`src/tpo_pkg.sv`:
```
// Purpose: Shared constants and types of the transmit path overhead insert port.
// Assumes: Imported whole by every design file of the block.
// Notes: Stream index 1 of the pins maps to bit 0 of every three-bit port.
package tpo_pkg;

  ////////////////////////////////////////////////////////////////////////////////
  // Timing
  localparam int TPO_CLK_KHZ = 125000;
  localparam int TPO_TCK_KHZ = 19440;
  localparam int TPO_OVH_CLK_KHZ = 576;
  // Reference clock edges per half period of the overhead clock, rounded down
  localparam int TPO_OVH_HALF = TPO_TCK_KHZ / (2 * TPO_OVH_CLK_KHZ);
  localparam int TPO_HALF_W = 5;
  localparam logic [TPO_HALF_W-1:0] TPO_HALF_LAST = TPO_HALF_W'(TPO_OVH_HALF - 1);

  ////////////////////////////////////////////////////////////////////////////////
  // Serial overhead frame: nine bytes of eight bits, most significant first
  localparam int TPO_STREAMS = 3;
  localparam int TPO_POH_BYTES = 9;
  localparam int TPO_BIT_IDX_W = 7;
  localparam logic [TPO_BIT_IDX_W-1:0] TPO_BIT_IDX_LAST = 7'h47;
  localparam logic [TPO_BIT_IDX_W-1:0] TPO_BIT_IDX_FIRST = 7'h00;
  localparam logic [2:0] TPO_MSB_POS = 3'h7;
  localparam logic [7:0] TPO_ALL_ONES = 8'hff;

  ////////////////////////////////////////////////////////////////////////////////
  // Byte position of each transmit word
  typedef enum logic [3:0] {
    TPO_SEL_NONE,
    TPO_SEL_J1,
    TPO_SEL_B3,
    TPO_SEL_C2,
    TPO_SEL_G1,
    TPO_SEL_F2,
    TPO_SEL_H4,
    TPO_SEL_Z3,
    TPO_SEL_Z4,
    TPO_SEL_Z5,
    TPO_SEL_PTR,
    TPO_SEL_SPE
  } tpo_sel_t;

  typedef enum logic [1:0] {
    TPO_MODE_3XSTS1,
    TPO_MODE_STS3C,
    TPO_MODE_STS1
  } tpo_mode_t;

  ////////////////////////////////////////////////////////////////////////////////
  // Word held in the input FIFO
  localparam int TPO_FIFO_DEPTH = 4;
  typedef struct packed {
    tpo_sel_t sel;
    logic [1:0] stream;
    logic composite;
    logic payload_active;
    logic [7:0] data;
  } tpo_word_t;
  localparam int TPO_WORD_W = $bits(tpo_word_t);

endpackage
```
`src/tpo_fifo.sv`:
```
// Purpose: Small synchronous FIFO with valid and ready on both sides.
// Assumes: One clock; synchronous active-low reset.
// Notes: Full and empty are exact; a push into a full FIFO is refused.
`timescale 1ns/1ns
`default_nettype none

module tpo_fifo #(
  parameter int WIDTH = 16,
  parameter int DEPTH = 4
) (
  input wire logic clk,
  input wire logic resetn,
  input wire logic [WIDTH-1:0] in_data,
  input wire logic in_valid,
  output logic in_ready,
  output logic [WIDTH-1:0] out_data,
  output logic out_valid,
  input wire logic out_ready
);
  import tpo_pkg::*;

  localparam int PTR_W = (DEPTH > 1) ? $clog2(DEPTH) : 1;
  localparam int CNT_W = $clog2(DEPTH + 1);
  localparam logic [PTR_W-1:0] PTR_LAST = PTR_W'(DEPTH - 1);
  localparam logic [CNT_W-1:0] CNT_FULL = CNT_W'(DEPTH);

  typedef struct packed {
    logic [DEPTH-1:0][WIDTH-1:0] mem;
    logic [PTR_W-1:0] wptr;
    logic [PTR_W-1:0] rptr;
    logic [CNT_W-1:0] count;
  } tpo_fifo_state_t;

  tpo_fifo_state_t r;
  tpo_fifo_state_t next_r;
  logic push;
  logic pop;

  assign in_ready = (r.count != CNT_FULL);
  assign out_valid = (r.count != '0);
  assign out_data = r.mem[r.rptr];
  assign push = in_valid & in_ready;
  assign pop = out_valid & out_ready;

  always_comb begin
    next_r = r;
    if (push) begin
      next_r.mem[r.wptr] = in_data;
      next_r.wptr = (r.wptr == PTR_LAST) ? '0 : r.wptr + 1'b1;
    end
    if (pop) begin
      next_r.rptr = (r.rptr == PTR_LAST) ? '0 : r.rptr + 1'b1;
    end
    if (push && !pop) begin
      next_r.count = r.count + 1'b1;
    end else if (pop && !push) begin
      next_r.count = r.count - 1'b1;
    end
  end

  always_ff @(posedge clk) begin
    if (!resetn) begin
      r <= '0;
    end else begin
      r <= next_r;
    end
  end

endmodule

`default_nettype wire

```
`src/tpo_insert_port.sv`:
```
// Purpose: Transmit path overhead insertion, path alarm forcing and bus parity.
// Assumes: clk far faster than the reference clock tck, which is sampled as a pin.
// Notes: Upstream framer words pass a 4-word FIFO; one word leaves per tck rise.
//
// Behaviour
// - Parity always covers all eight transmit data bits.
// - Config bits add payload-active and composite timing, and pick odd or even.
// - Parity updates on each reference clock rise, aligned with its data.
// - Path alarm high forces all-ones over payload envelope and pointer bytes.
// - Alarm also forced by config bit or incoming failure code in tandem mode.
// - Single-stream modes honour only index 1 of alarm, data and enable.
// - Path alarm inputs are sampled on the reference clock rise.
// - Enable high inserts the serial overhead bit into J1, C2, G1, F2 and Z3 to Z5 bits.
// - Enable low fills those bits from internally held values.
// - Enable high during B3 bits arms an error mask.
// - Armed mask inverts the B3 bit when serial input is high.
// - Serial input also masks errors into the H4 byte.
// - Serial data and enable are sampled on the stream's overhead clock rise.
// - Concatenated mode runs overhead clock 1 at one 32nd of the reference clock, clocks 2 and 3 idle.
// - Frame marker is high while bit 1 of J1 is on the serial stream.
// - Frame marker changes on the overhead clock fall.
// - Single-stream modes toggle only frame marker 1.
// - Overhead clocks change on the reference clock fall.
`timescale 1ns/1ns
`default_nettype none

module tpo_insert_port (
  input wire logic clk,
  input wire logic resetn,
  input wire logic tck,
  input wire logic [7:0] in_byte,
  input wire logic in_payload_active,
  input wire logic in_composite,
  input wire tpo_pkg::tpo_sel_t in_sel,
  input wire logic [1:0] in_stream,
  input wire logic in_valid,
  output logic in_ready,
  input wire tpo_pkg::tpo_mode_t mode,
  input wire logic parity_cover_pa,
  input wire logic parity_cover_comp,
  input wire logic parity_odd,
  input wire logic alarm_force_cfg,
  input wire logic tcte_mode,
  input wire logic [2:0] isf_detect,
  input wire logic [8:0][7:0] ovh_fixed_value,
  input wire logic [2:0] tx_alarm_force,
  input wire logic [2:0] ovh_serial_in,
  input wire logic [2:0] ovh_insert_enable,
  output logic [2:0] ovh_port_clock,
  output logic [2:0] ovh_frame_marker,
  output logic [7:0] tx_byte_bus,
  output logic tx_payload_active,
  output logic tx_composite_timing,
  output logic tx_bus_parity
);
  import tpo_pkg::*;

  ////////////////////////////////////////////////////////////////////////////////
  // State
  typedef struct packed {
    logic tck_s1;
    logic tck_s2;
    logic tck_d;
    logic [2:0] alarm_s1;
    logic [2:0] alarm_s2;
    logic [2:0] alarm_q;
    logic [2:0] ovh_d_s1;
    logic [2:0] ovh_d_s2;
    logic [2:0] ovh_e_s1;
    logic [2:0] ovh_e_s2;
    logic [TPO_HALF_W-1:0] half_cnt;
    logic ovh_clk;
    logic [TPO_BIT_IDX_W-1:0] bit_idx;
    logic marker;
    logic [TPO_STREAMS-1:0][TPO_POH_BYTES-1:0][7:0] ovh_data;
    logic [TPO_STREAMS-1:0][TPO_POH_BYTES-1:0][7:0] ovh_en;
    logic [7:0] out_byte;
    logic out_pa;
    logic out_comp;
    logic out_par;
  } tpo_state_t;

  tpo_state_t r;
  tpo_state_t next_r;

  logic single;
  logic tck_rise;
  logic tck_fall;
  tpo_word_t fifo_in;
  tpo_word_t word;
  logic word_valid;

  ////////////////////////////////////////////////////////////////////////////////
  // Input FIFO; the word is drained on each reference clock rise
  assign fifo_in.sel = in_sel;
  assign fifo_in.stream = in_stream;
  assign fifo_in.composite = in_composite;
  assign fifo_in.payload_active = in_payload_active;
  assign fifo_in.data = in_byte;

  tpo_fifo #(
    .WIDTH(TPO_WORD_W),
    .DEPTH(TPO_FIFO_DEPTH)
  ) u_fifo (
    .clk(clk),
    .resetn(resetn),
    .in_data(fifo_in),
    .in_valid(in_valid),
    .in_ready(in_ready),
    .out_data(word),
    .out_valid(word_valid),
    .out_ready(tck_rise)
  );

  assign single = (mode != TPO_MODE_3XSTS1);
  assign tck_rise = r.tck_s2 & ~r.tck_d;
  assign tck_fall = ~r.tck_s2 & r.tck_d;

  ////////////////////////////////////////////////////////////////////////////////
  // Next state
  always_comb begin
    logic [1:0] s;
    logic [3:0] k;
    logic [3:0] wb;
    logic [2:0] wp;
    logic ais;
    logic [7:0] ovd;
    logic [7:0] ove;
    logic [7:0] b;
    logic [TPO_BIT_IDX_W-1:0] idx;
    s = '0;
    k = '0;
    wb = '0;
    wp = '0;
    ais = 1'b0;
    ovd = '0;
    ove = '0;
    b = '0;
    idx = '0;
    next_r = r;

    // Pin synchronisers
    next_r.tck_s1 = tck;
    next_r.tck_s2 = r.tck_s1;
    next_r.tck_d = r.tck_s2;
    next_r.alarm_s1 = tx_alarm_force;
    next_r.alarm_s2 = r.alarm_s1;
    next_r.ovh_d_s1 = ovh_serial_in;
    next_r.ovh_d_s2 = r.ovh_d_s1;
    next_r.ovh_e_s1 = ovh_insert_enable;
    next_r.ovh_e_s2 = r.ovh_e_s1;

    // Overhead clock divider on reference clock falls
    if (tck_fall) begin
      if (r.half_cnt == TPO_HALF_LAST) begin
        next_r.half_cnt = '0;
        next_r.ovh_clk = ~r.ovh_clk;
        if (r.ovh_clk) begin
          // Falling overhead clock: step to next bit, move the marker
          idx = (r.bit_idx == TPO_BIT_IDX_LAST) ? TPO_BIT_IDX_FIRST : r.bit_idx + 1'b1;
          next_r.bit_idx = idx;
          next_r.marker = (idx == TPO_BIT_IDX_FIRST);
        end else begin
          // Rising overhead clock: capture data and enable of the current bit
          wb = r.bit_idx[6:3];
          wp = TPO_MSB_POS - r.bit_idx[2:0];
          for (int i = 0; i < TPO_STREAMS; i++) begin
            next_r.ovh_data[i][wb][wp] = r.ovh_d_s2[i];
            next_r.ovh_en[i][wb][wp] = r.ovh_e_s2[i];
          end
        end
      end else begin
        next_r.half_cnt = r.half_cnt + 1'b1;
      end
    end

    // Output word on reference clock rise
    if (tck_rise) begin
      next_r.alarm_q = r.alarm_s2;
      if (word_valid) begin
        s = single ? 2'h0 : word.stream;
        ais = r.alarm_q[s] | alarm_force_cfg | (tcte_mode & isf_detect[s]);
        k = 4'(word.sel) - 4'(TPO_SEL_J1);
        ovd = r.ovh_data[s][k];
        ove = r.ovh_en[s][k];
        unique case (word.sel)
          TPO_SEL_NONE: b = word.data;
          TPO_SEL_PTR, TPO_SEL_SPE: b = ais ? TPO_ALL_ONES : word.data;
          TPO_SEL_B3: b = ais ? TPO_ALL_ONES : word.data ^ (ove & ovd);
          TPO_SEL_H4: b = ais ? TPO_ALL_ONES : word.data ^ (ove & ovd);
          default: b = ais ? TPO_ALL_ONES
                           : (ove & ovd) | (~ove & ovh_fixed_value[k]);
        endcase
        next_r.out_byte = b;
        next_r.out_pa = word.payload_active;
        next_r.out_comp = word.composite;
        next_r.out_par = (^b) ^ (parity_cover_pa & word.payload_active)
                         ^ (parity_cover_comp & word.composite) ^ parity_odd;
      end else begin
        next_r.out_byte = '0;
        next_r.out_pa = 1'b0;
        next_r.out_comp = 1'b0;
        next_r.out_par = parity_odd;
      end
    end
  end

  always_ff @(posedge clk) begin
    if (!resetn) begin
      r <= '0;
    end else begin
      r <= next_r;
    end
  end

  ////////////////////////////////////////////////////////////////////////////////
  // Outputs
  assign ovh_port_clock = single ? {2'b00, r.ovh_clk} : {3{r.ovh_clk}};
  assign ovh_frame_marker = single ? {2'b00, r.marker} : {3{r.marker}};
  assign tx_byte_bus = r.out_byte;
  assign tx_payload_active = r.out_pa;
  assign tx_composite_timing = r.out_comp;
  assign tx_bus_parity = r.out_par;

endmodule

`default_nettype wire

```
`config.mk`:
```
export PLATFORM = sky130hd
export DESIGN_NAME = tpo_insert_port
export DESIGN_NICKNAME = d
export VERILOG_FILES = /design/src/tpo_pkg.sv /design/src/tpo_fifo.sv /design/src/tpo_insert_port.sv
export SDC_FILE = /design/constraint.sdc
export NUM_CORES = 2
export LEC_CHECK = 0
export ABC_AREA = 0
export BUFFER_PORTS_ARGS = -buffer_cell sky130_fd_sc_hd__buf_2
export CORE_MARGIN = 2
export CORE_UTILIZATION = 35
export CTS_CLUSTER_DIAMETER = 40
export DETAILED_ROUTE_END_ITERATION = 8
export PLACE_DENSITY = 0.51
export SLEW_MARGIN = 10
export SYNTH_ARGS = -nofsm -noshare
export SYNTH_HDL_FRONTEND = slang
export SYNTH_SLANG_ARGS = --single-unit
export TNS_END_PERCENT = 30
```
`constraint.sdc`:
```
create_clock -name clk -period 15.2 [get_ports clk]
set_clock_uncertainty 0.15 [all_clocks]
set_input_delay 3.04 -clock clk [delete_from_list [all_inputs] [get_ports clk]]
set_output_delay 3.04 -clock clk [all_outputs]
set_load 0.01 [all_outputs]
```
==> metrics.txt <==
# TYPE chip_impl_metric gauge
chip_impl_metric{name="largest_net_degree_at_the_start_of_global_routing",unit=""} 291
chip_impl_info{name="root_buffer",value="sky130_fd_sc_hd__clkbuf_16"} 1
chip_impl_metric{name="layout-drive-gt1-share",unit="%"} 15.0
chip_impl_metric{name="timing.max_cap.violations",unit=""} 0
chip_impl_metric{name="port_buffer_count",unit=""} 128
chip_impl_metric{name="number_of_cell_rows",unit=""} 103
chip_impl_metric{name="number_of_synthesized_flops_with_an_enable_pin",unit=""} 0
chip_impl_metric{name="mappedNetlistArea",unit="um2"} 27600
chip_impl_metric{name="cts-htree-levels",unit=""} 3
chip_impl_metric{name="final-setup-viol-count",unit=""} 0
chip_impl_metric{name="fin_crit_sh",unit="%"} 53.7
chip_impl_metric{name="io-pin-count",unit=""} 129
chip_impl_info{name="cts_tree",value="done"} 1
chip_impl_metric{name="slew_headroom",unit="%"} 10.5
chip_impl_metric{name="fin_crit",unit="ns"} 8.17
chip_impl_metric{name="numClockSinks",unit=""} 552
chip_impl_metric{name="core",unit="um2"} 78600
chip_impl_metric{name="hold_ws",unit="ns"} 0.274
chip_impl_metric{name="grt_util_all_layers",unit="%"} 22.8
chip_impl_info{name="critPathKind",value="in2reg"} 1
chip_impl_metric{name="hold_violations",unit=""} 0
chip_impl_metric{name="worst-endpoint-required",unit="ns"} 15.57
chip_impl_metric{name="synth-warning-count",unit=""} 0
chip_impl_info{name="r2r_start",value="u_fifo.r[4]$_SDFFE_PN0P_"} 1
chip_impl_metric{name="max_slew.worst_pin.slew",unit="ns"} 1.34
chip_impl_info{name="timing.critical_path.from_type",value="input port"} 1
chip_impl_info{name="yosys_most_used_dff",value="sky130_fd_sc_hd__dfxtp_1"} 1
chip_impl_metric{name="synthesized_flop_and_latch_total",unit=""} 552
chip_impl_metric{name="reg2regPathDepth",unit=""} 17
chip_impl_metric{name="timing.critical_path.fanout_max",unit=""} 64
chip_impl_metric{name="signed_area_change_from_the_synthesized_netlist_to_the_final_layout",unit="%"} 16.7
chip_impl_metric{name="die_width",unit="um"} 285
chip_impl_metric{name="vdd.ir_drop.worst",unit="uV"} 90.1
chip_impl_metric{name="register_area",unit="um2"} 11100
chip_impl_metric{name="fillers",unit=""} 7835
chip_impl_info{name="holdCritPathClass",value="reg2reg"} 1
chip_impl_metric{name="power.leakage",unit="nW"} 10.5
chip_impl_metric{name="totalNegativeSetupSlack",unit="ns"} 0
chip_impl_info{name="cp_slowest_cell",value="sky130_fd_sc_hd__buf_4"} 1
chip_impl_metric{name="clk_lat_worst_skew",unit="ns"} 0.65
chip_impl_metric{name="worst_setup_hold_path_clk_slew",unit="ns"} 0.05
chip_impl_metric{name="crit_arrival",unit="ns"} 8.54
chip_impl_info{name="critPathCapture",value="tx_bus_parity$_SDFFE_PN0P_"} 1
chip_impl_metric{name="postSynth.asyncResetShare",unit="%"} 0
chip_impl_metric{name="ant_nets",unit=""} 0
chip_impl_metric{name="fp.dieArea",unit="um2"} 81300
chip_impl_info{name="crit_path_end_kind",value="register"} 1
chip_impl_info{name="status",value="complete, no violations"} 1
chip_impl_metric{name="power.total",unit="mW"} 4.50
chip_impl_metric{name="postCtsResizedCells",unit=""} 0
chip_impl_metric{name="synthesized_instance_count",unit=""} 3242
chip_impl_metric{name="detailedRoute.firstPassIterationCount",unit=""} 6
chip_impl_metric{name="initial_core_utilization",unit="%"} 35.2
chip_impl_metric{name="top_achievable_clock_speed",unit="MHz"} 122
chip_impl_metric{name="synth.net_count",unit=""} 3365
chip_impl_info{name="crit-reg2reg-capture",value="tx_bus_parity$_SDFFE_PN0P_"} 1
chip_impl_metric{name="dp_hpwl",unit="mm"} 57.3
chip_impl_metric{name="grt_pass1_vias",unit=""} 23800
chip_impl_metric{name="wl_per_cell",unit="um"} 21.9
chip_impl_metric{name="power.density_cell_area",unit="nW/um2"} 140
chip_impl_metric{name="multi_input_comb_area",unit="um2"} 15200
chip_impl_metric{name="cts_max_path_buffers",unit=""} 3
chip_impl_info{name="most_common_library_cell_in_the_layout_ignoring_fill_and_taps",value="sky130_fd_sc_hd__nand2_1"} 1
chip_impl_info{name="critical_path_startpoint",value="mode[0]"} 1
chip_impl_info{name="rsz0062_at_grt",value="false"} 1
chip_impl_info{name="worstPathCellList",value="buf_2 -> or3_1 -> o22a_4 -> buf_4 -> mux4_2 -> o32ai_1 -> o32ai_1 -> a2bb2oi_1 -> a2111oi_0 -> a211oi_1 -> xnor3_1 -> xnor3_2 -> xnor3_1 -> mux2i_1 -> nand2_1"} 1
chip_impl_metric{name="maxSlewViolCount",unit=""} 0
chip_impl_metric{name="via_count_of_the_routed_design",unit=""} 24500
chip_impl_metric{name="totalWireLength",unit="mm"} 95.2
chip_impl_metric{name="min_path_cells",unit=""} 1
chip_impl_metric{name="cts.repair_timing.setup_buffer_count",unit=""} 0
chip_impl_metric{name="synth-seq-area-share",unit="%"} 40.0
chip_impl_info{name="layout_common_cells",value="sky130_fd_sc_hd__nand2_1, sky130_fd_sc_hd__dfxtp_1, sky130_fd_sc_hd__a21boi_0"} 1
chip_impl_metric{name="gr-total-overflow",unit=""} 0
chip_impl_metric{name="cts_buffers",unit=""} 98
chip_impl_metric{name="max_incr_delay_on_cp",unit="ns"} 0.87
chip_impl_metric{name="post_synth_num_cell_types",unit=""} 78
chip_impl_metric{name="antenna_found_initial",unit=""} 1
chip_impl_metric{name="die_y",unit="um"} 285
chip_impl_metric{name="ff2ff_setup_slack",unit="ns"} 8.46
chip_impl_metric{name="synth_area_per_cell",unit="um2"} 8.53
chip_impl_metric{name="detail_route.vias_per_cell",unit=""} 5.65
chip_impl_metric{name="holdBufCountCts",unit=""} 0
chip_impl_metric{name="drtIter0Drc",unit=""} 2050
chip_impl_metric{name="finish.net_count",unit=""} 3328
chip_impl_metric{name="grt_first_pass_wirelength",unit="mm"} 145
chip_impl_metric{name="gp_weighted_congestion",unit=""} 0.857
chip_impl_metric{name="drc_violation_count_after_routing",unit=""} 0
how the worst min path moves through the flow:
| stage | start | to |
|---|---|---|
| after CTS | next_r[458]$_SDFF_PN0_ | r[458]$_SDFF_PN0_ |
| final | next_r[458]$_SDFF_PN0_ | r[458]$_SDFF_PN0_ |
| after global routing | next_r[458]$_SDFF_PN0_ | r[458]$_SDFF_PN0_ |
| after global placement | next_r[458]$_SDFF_PN0_ | r[458]$_SDFF_PN0_ |
| after floorplan | r[456]$_SDFFE_PN0P_ | r[456]$_SDFFE_PN0P_ |
| after detailed placement | next_r[465]$_SDFF_PN0_ | r[465]$_SDFF_PN0_ |
layer usage:
layer,up-vias,track usage (%),routed length [um]
met5,-,0,7
met1,12100,29.1,40300
li1,11400,-,-
met4,2,9.52,3760
met2,868,38.4,45500
met3,179,3.31,5640
Yosys cell counts, types with 6 or more instances:
master                      number  area, um2
sky130_fd_sc_hd__a22oi_1        28        210
sky130_fd_sc_hd__buf_4          24        180
sky130_fd_sc_hd__and3_1         15       93.8
sky130_fd_sc_hd__mux4_2         68       1530
sky130_fd_sc_hd__clkbuf_1      248        931
sky130_fd_sc_hd__buf_1          17       63.8
sky130_fd_sc_hd__a21boi_0      440       3300
sky130_fd_sc_hd__nand4_1        11       68.8
sky130_fd_sc_hd__o21ai_0        27        135
sky130_fd_sc_hd__and2_1         48        300
sky130_fd_sc_hd__mux2_2         18        203
sky130_fd_sc_hd__o211ai_1       18        135
sky130_fd_sc_hd__o221ai_1       15        131
sky130_fd_sc_hd__a32o_1          6       60.1
sky130_fd_sc_hd__mux4_1          6        158
sky130_fd_sc_hd__nand2_1       695       2610
sky130_fd_sc_hd__a221oi_1       20        175
sky130_fd_sc_hd__a31oi_1         6       37.5
sky130_fd_sc_hd__nor3_1         36        180
sky130_fd_sc_hd__nand2b_1        8       50.1
sky130_fd_sc_hd__inv_1          24       90.1
sky130_fd_sc_hd__xnor2_1         9       78.8
sky130_fd_sc_hd__o22ai_1        15       93.8
sky130_fd_sc_hd__a21oi_1        55        275
sky130_fd_sc_hd__buf_6          10        113
sky130_fd_sc_hd__buf_2          18       90.1
sky130_fd_sc_hd__mux2i_1       118       1180
sky130_fd_sc_hd__a22o_1          7       61.3
sky130_fd_sc_hd__a211oi_1       26        195
sky130_fd_sc_hd__o2bb2ai_1      12        105
sky130_fd_sc_hd__dfxtp_1       552      11100
sky130_fd_sc_hd__ha_1           11        138
sky130_fd_sc_hd__nand3_1       395       1980
sky130_fd_sc_hd__nor2_1         48        180
sky130_fd_sc_hd__nor2b_1        90        563
registers in the layout (all words and copies together) (netlist names):
name	flops
tx_bus_parity	1
u_fifo.r	71
r	459
next_r	11
tx_payload_active	1
tx_composite_timing	1
tx_byte_bus	8
cells by family (layout without fill, tap and decap cells):
family / count (synthesis) / count (layout) / share of synthesized area [%]
buffers and inverters: 344 / 391 / 5.48
xor gates and xnor gates: 16 / 16 / 0.661
AOI/OAI and AO/OA: 736 / 736 / 19.7
and+or+nand+nor: 1372 / 1372 / 22.5
adders and majority gates: 12 / 12 / 0.570
DFF: 552 / 552 / 40.0
muxes: 210 / 210 / 11.1
other: 0 / 1 / 0
report_power, final:
part,internal (mW),total (mW),switching (mW)
combinational,0.260,0.704,0.444
clock,1.48,2.31,0.833
sequential,1.47,1.49,0.0184
area by class of cell:
| type | count | share of cell area [%] |
|---|---|---|
| Timing Repair Buffer | 183 | 3.34 |
| Antenna cell | 1 | 0.00776 |
| Tap cell | 1050 | 4.07 |
| Sequential cell | 552 | 34.3 |
| Multi-Input combinational cell | 2346 | 47.2 |
| Clock buffer | 110 | 8.09 |
| Clock inverter | 74 | 2.71 |
| Inverter | 24 | 0.279 |
through the flow:
stage          instances  setup WS [ns]  utilization [%]  instance area (um2)
2_1_floorplan       3242           8.30                -                27600
3_3_place_gp        4155           6.60             36.6                28800
3_5_place_dp        4155           6.48             36.6                28800
4_1_cts             4339           7.15             41.0                32300
5_1_grt             4339           6.80             41.0                32300
6_report            4340           7.03             41.0                32300
critical path, delay by kind of cell:
kind / cells / cell delay [ns]
AOI/OAI and AO/OA: 6 / 2.18
xor gates and xnor gates: 3 / 1.11
buffers and inverters: 2 / 0.99
and+or+nand+nor: 2 / 0.64
muxes: 2 / 0.55
(Power assumes the default switching activity.)
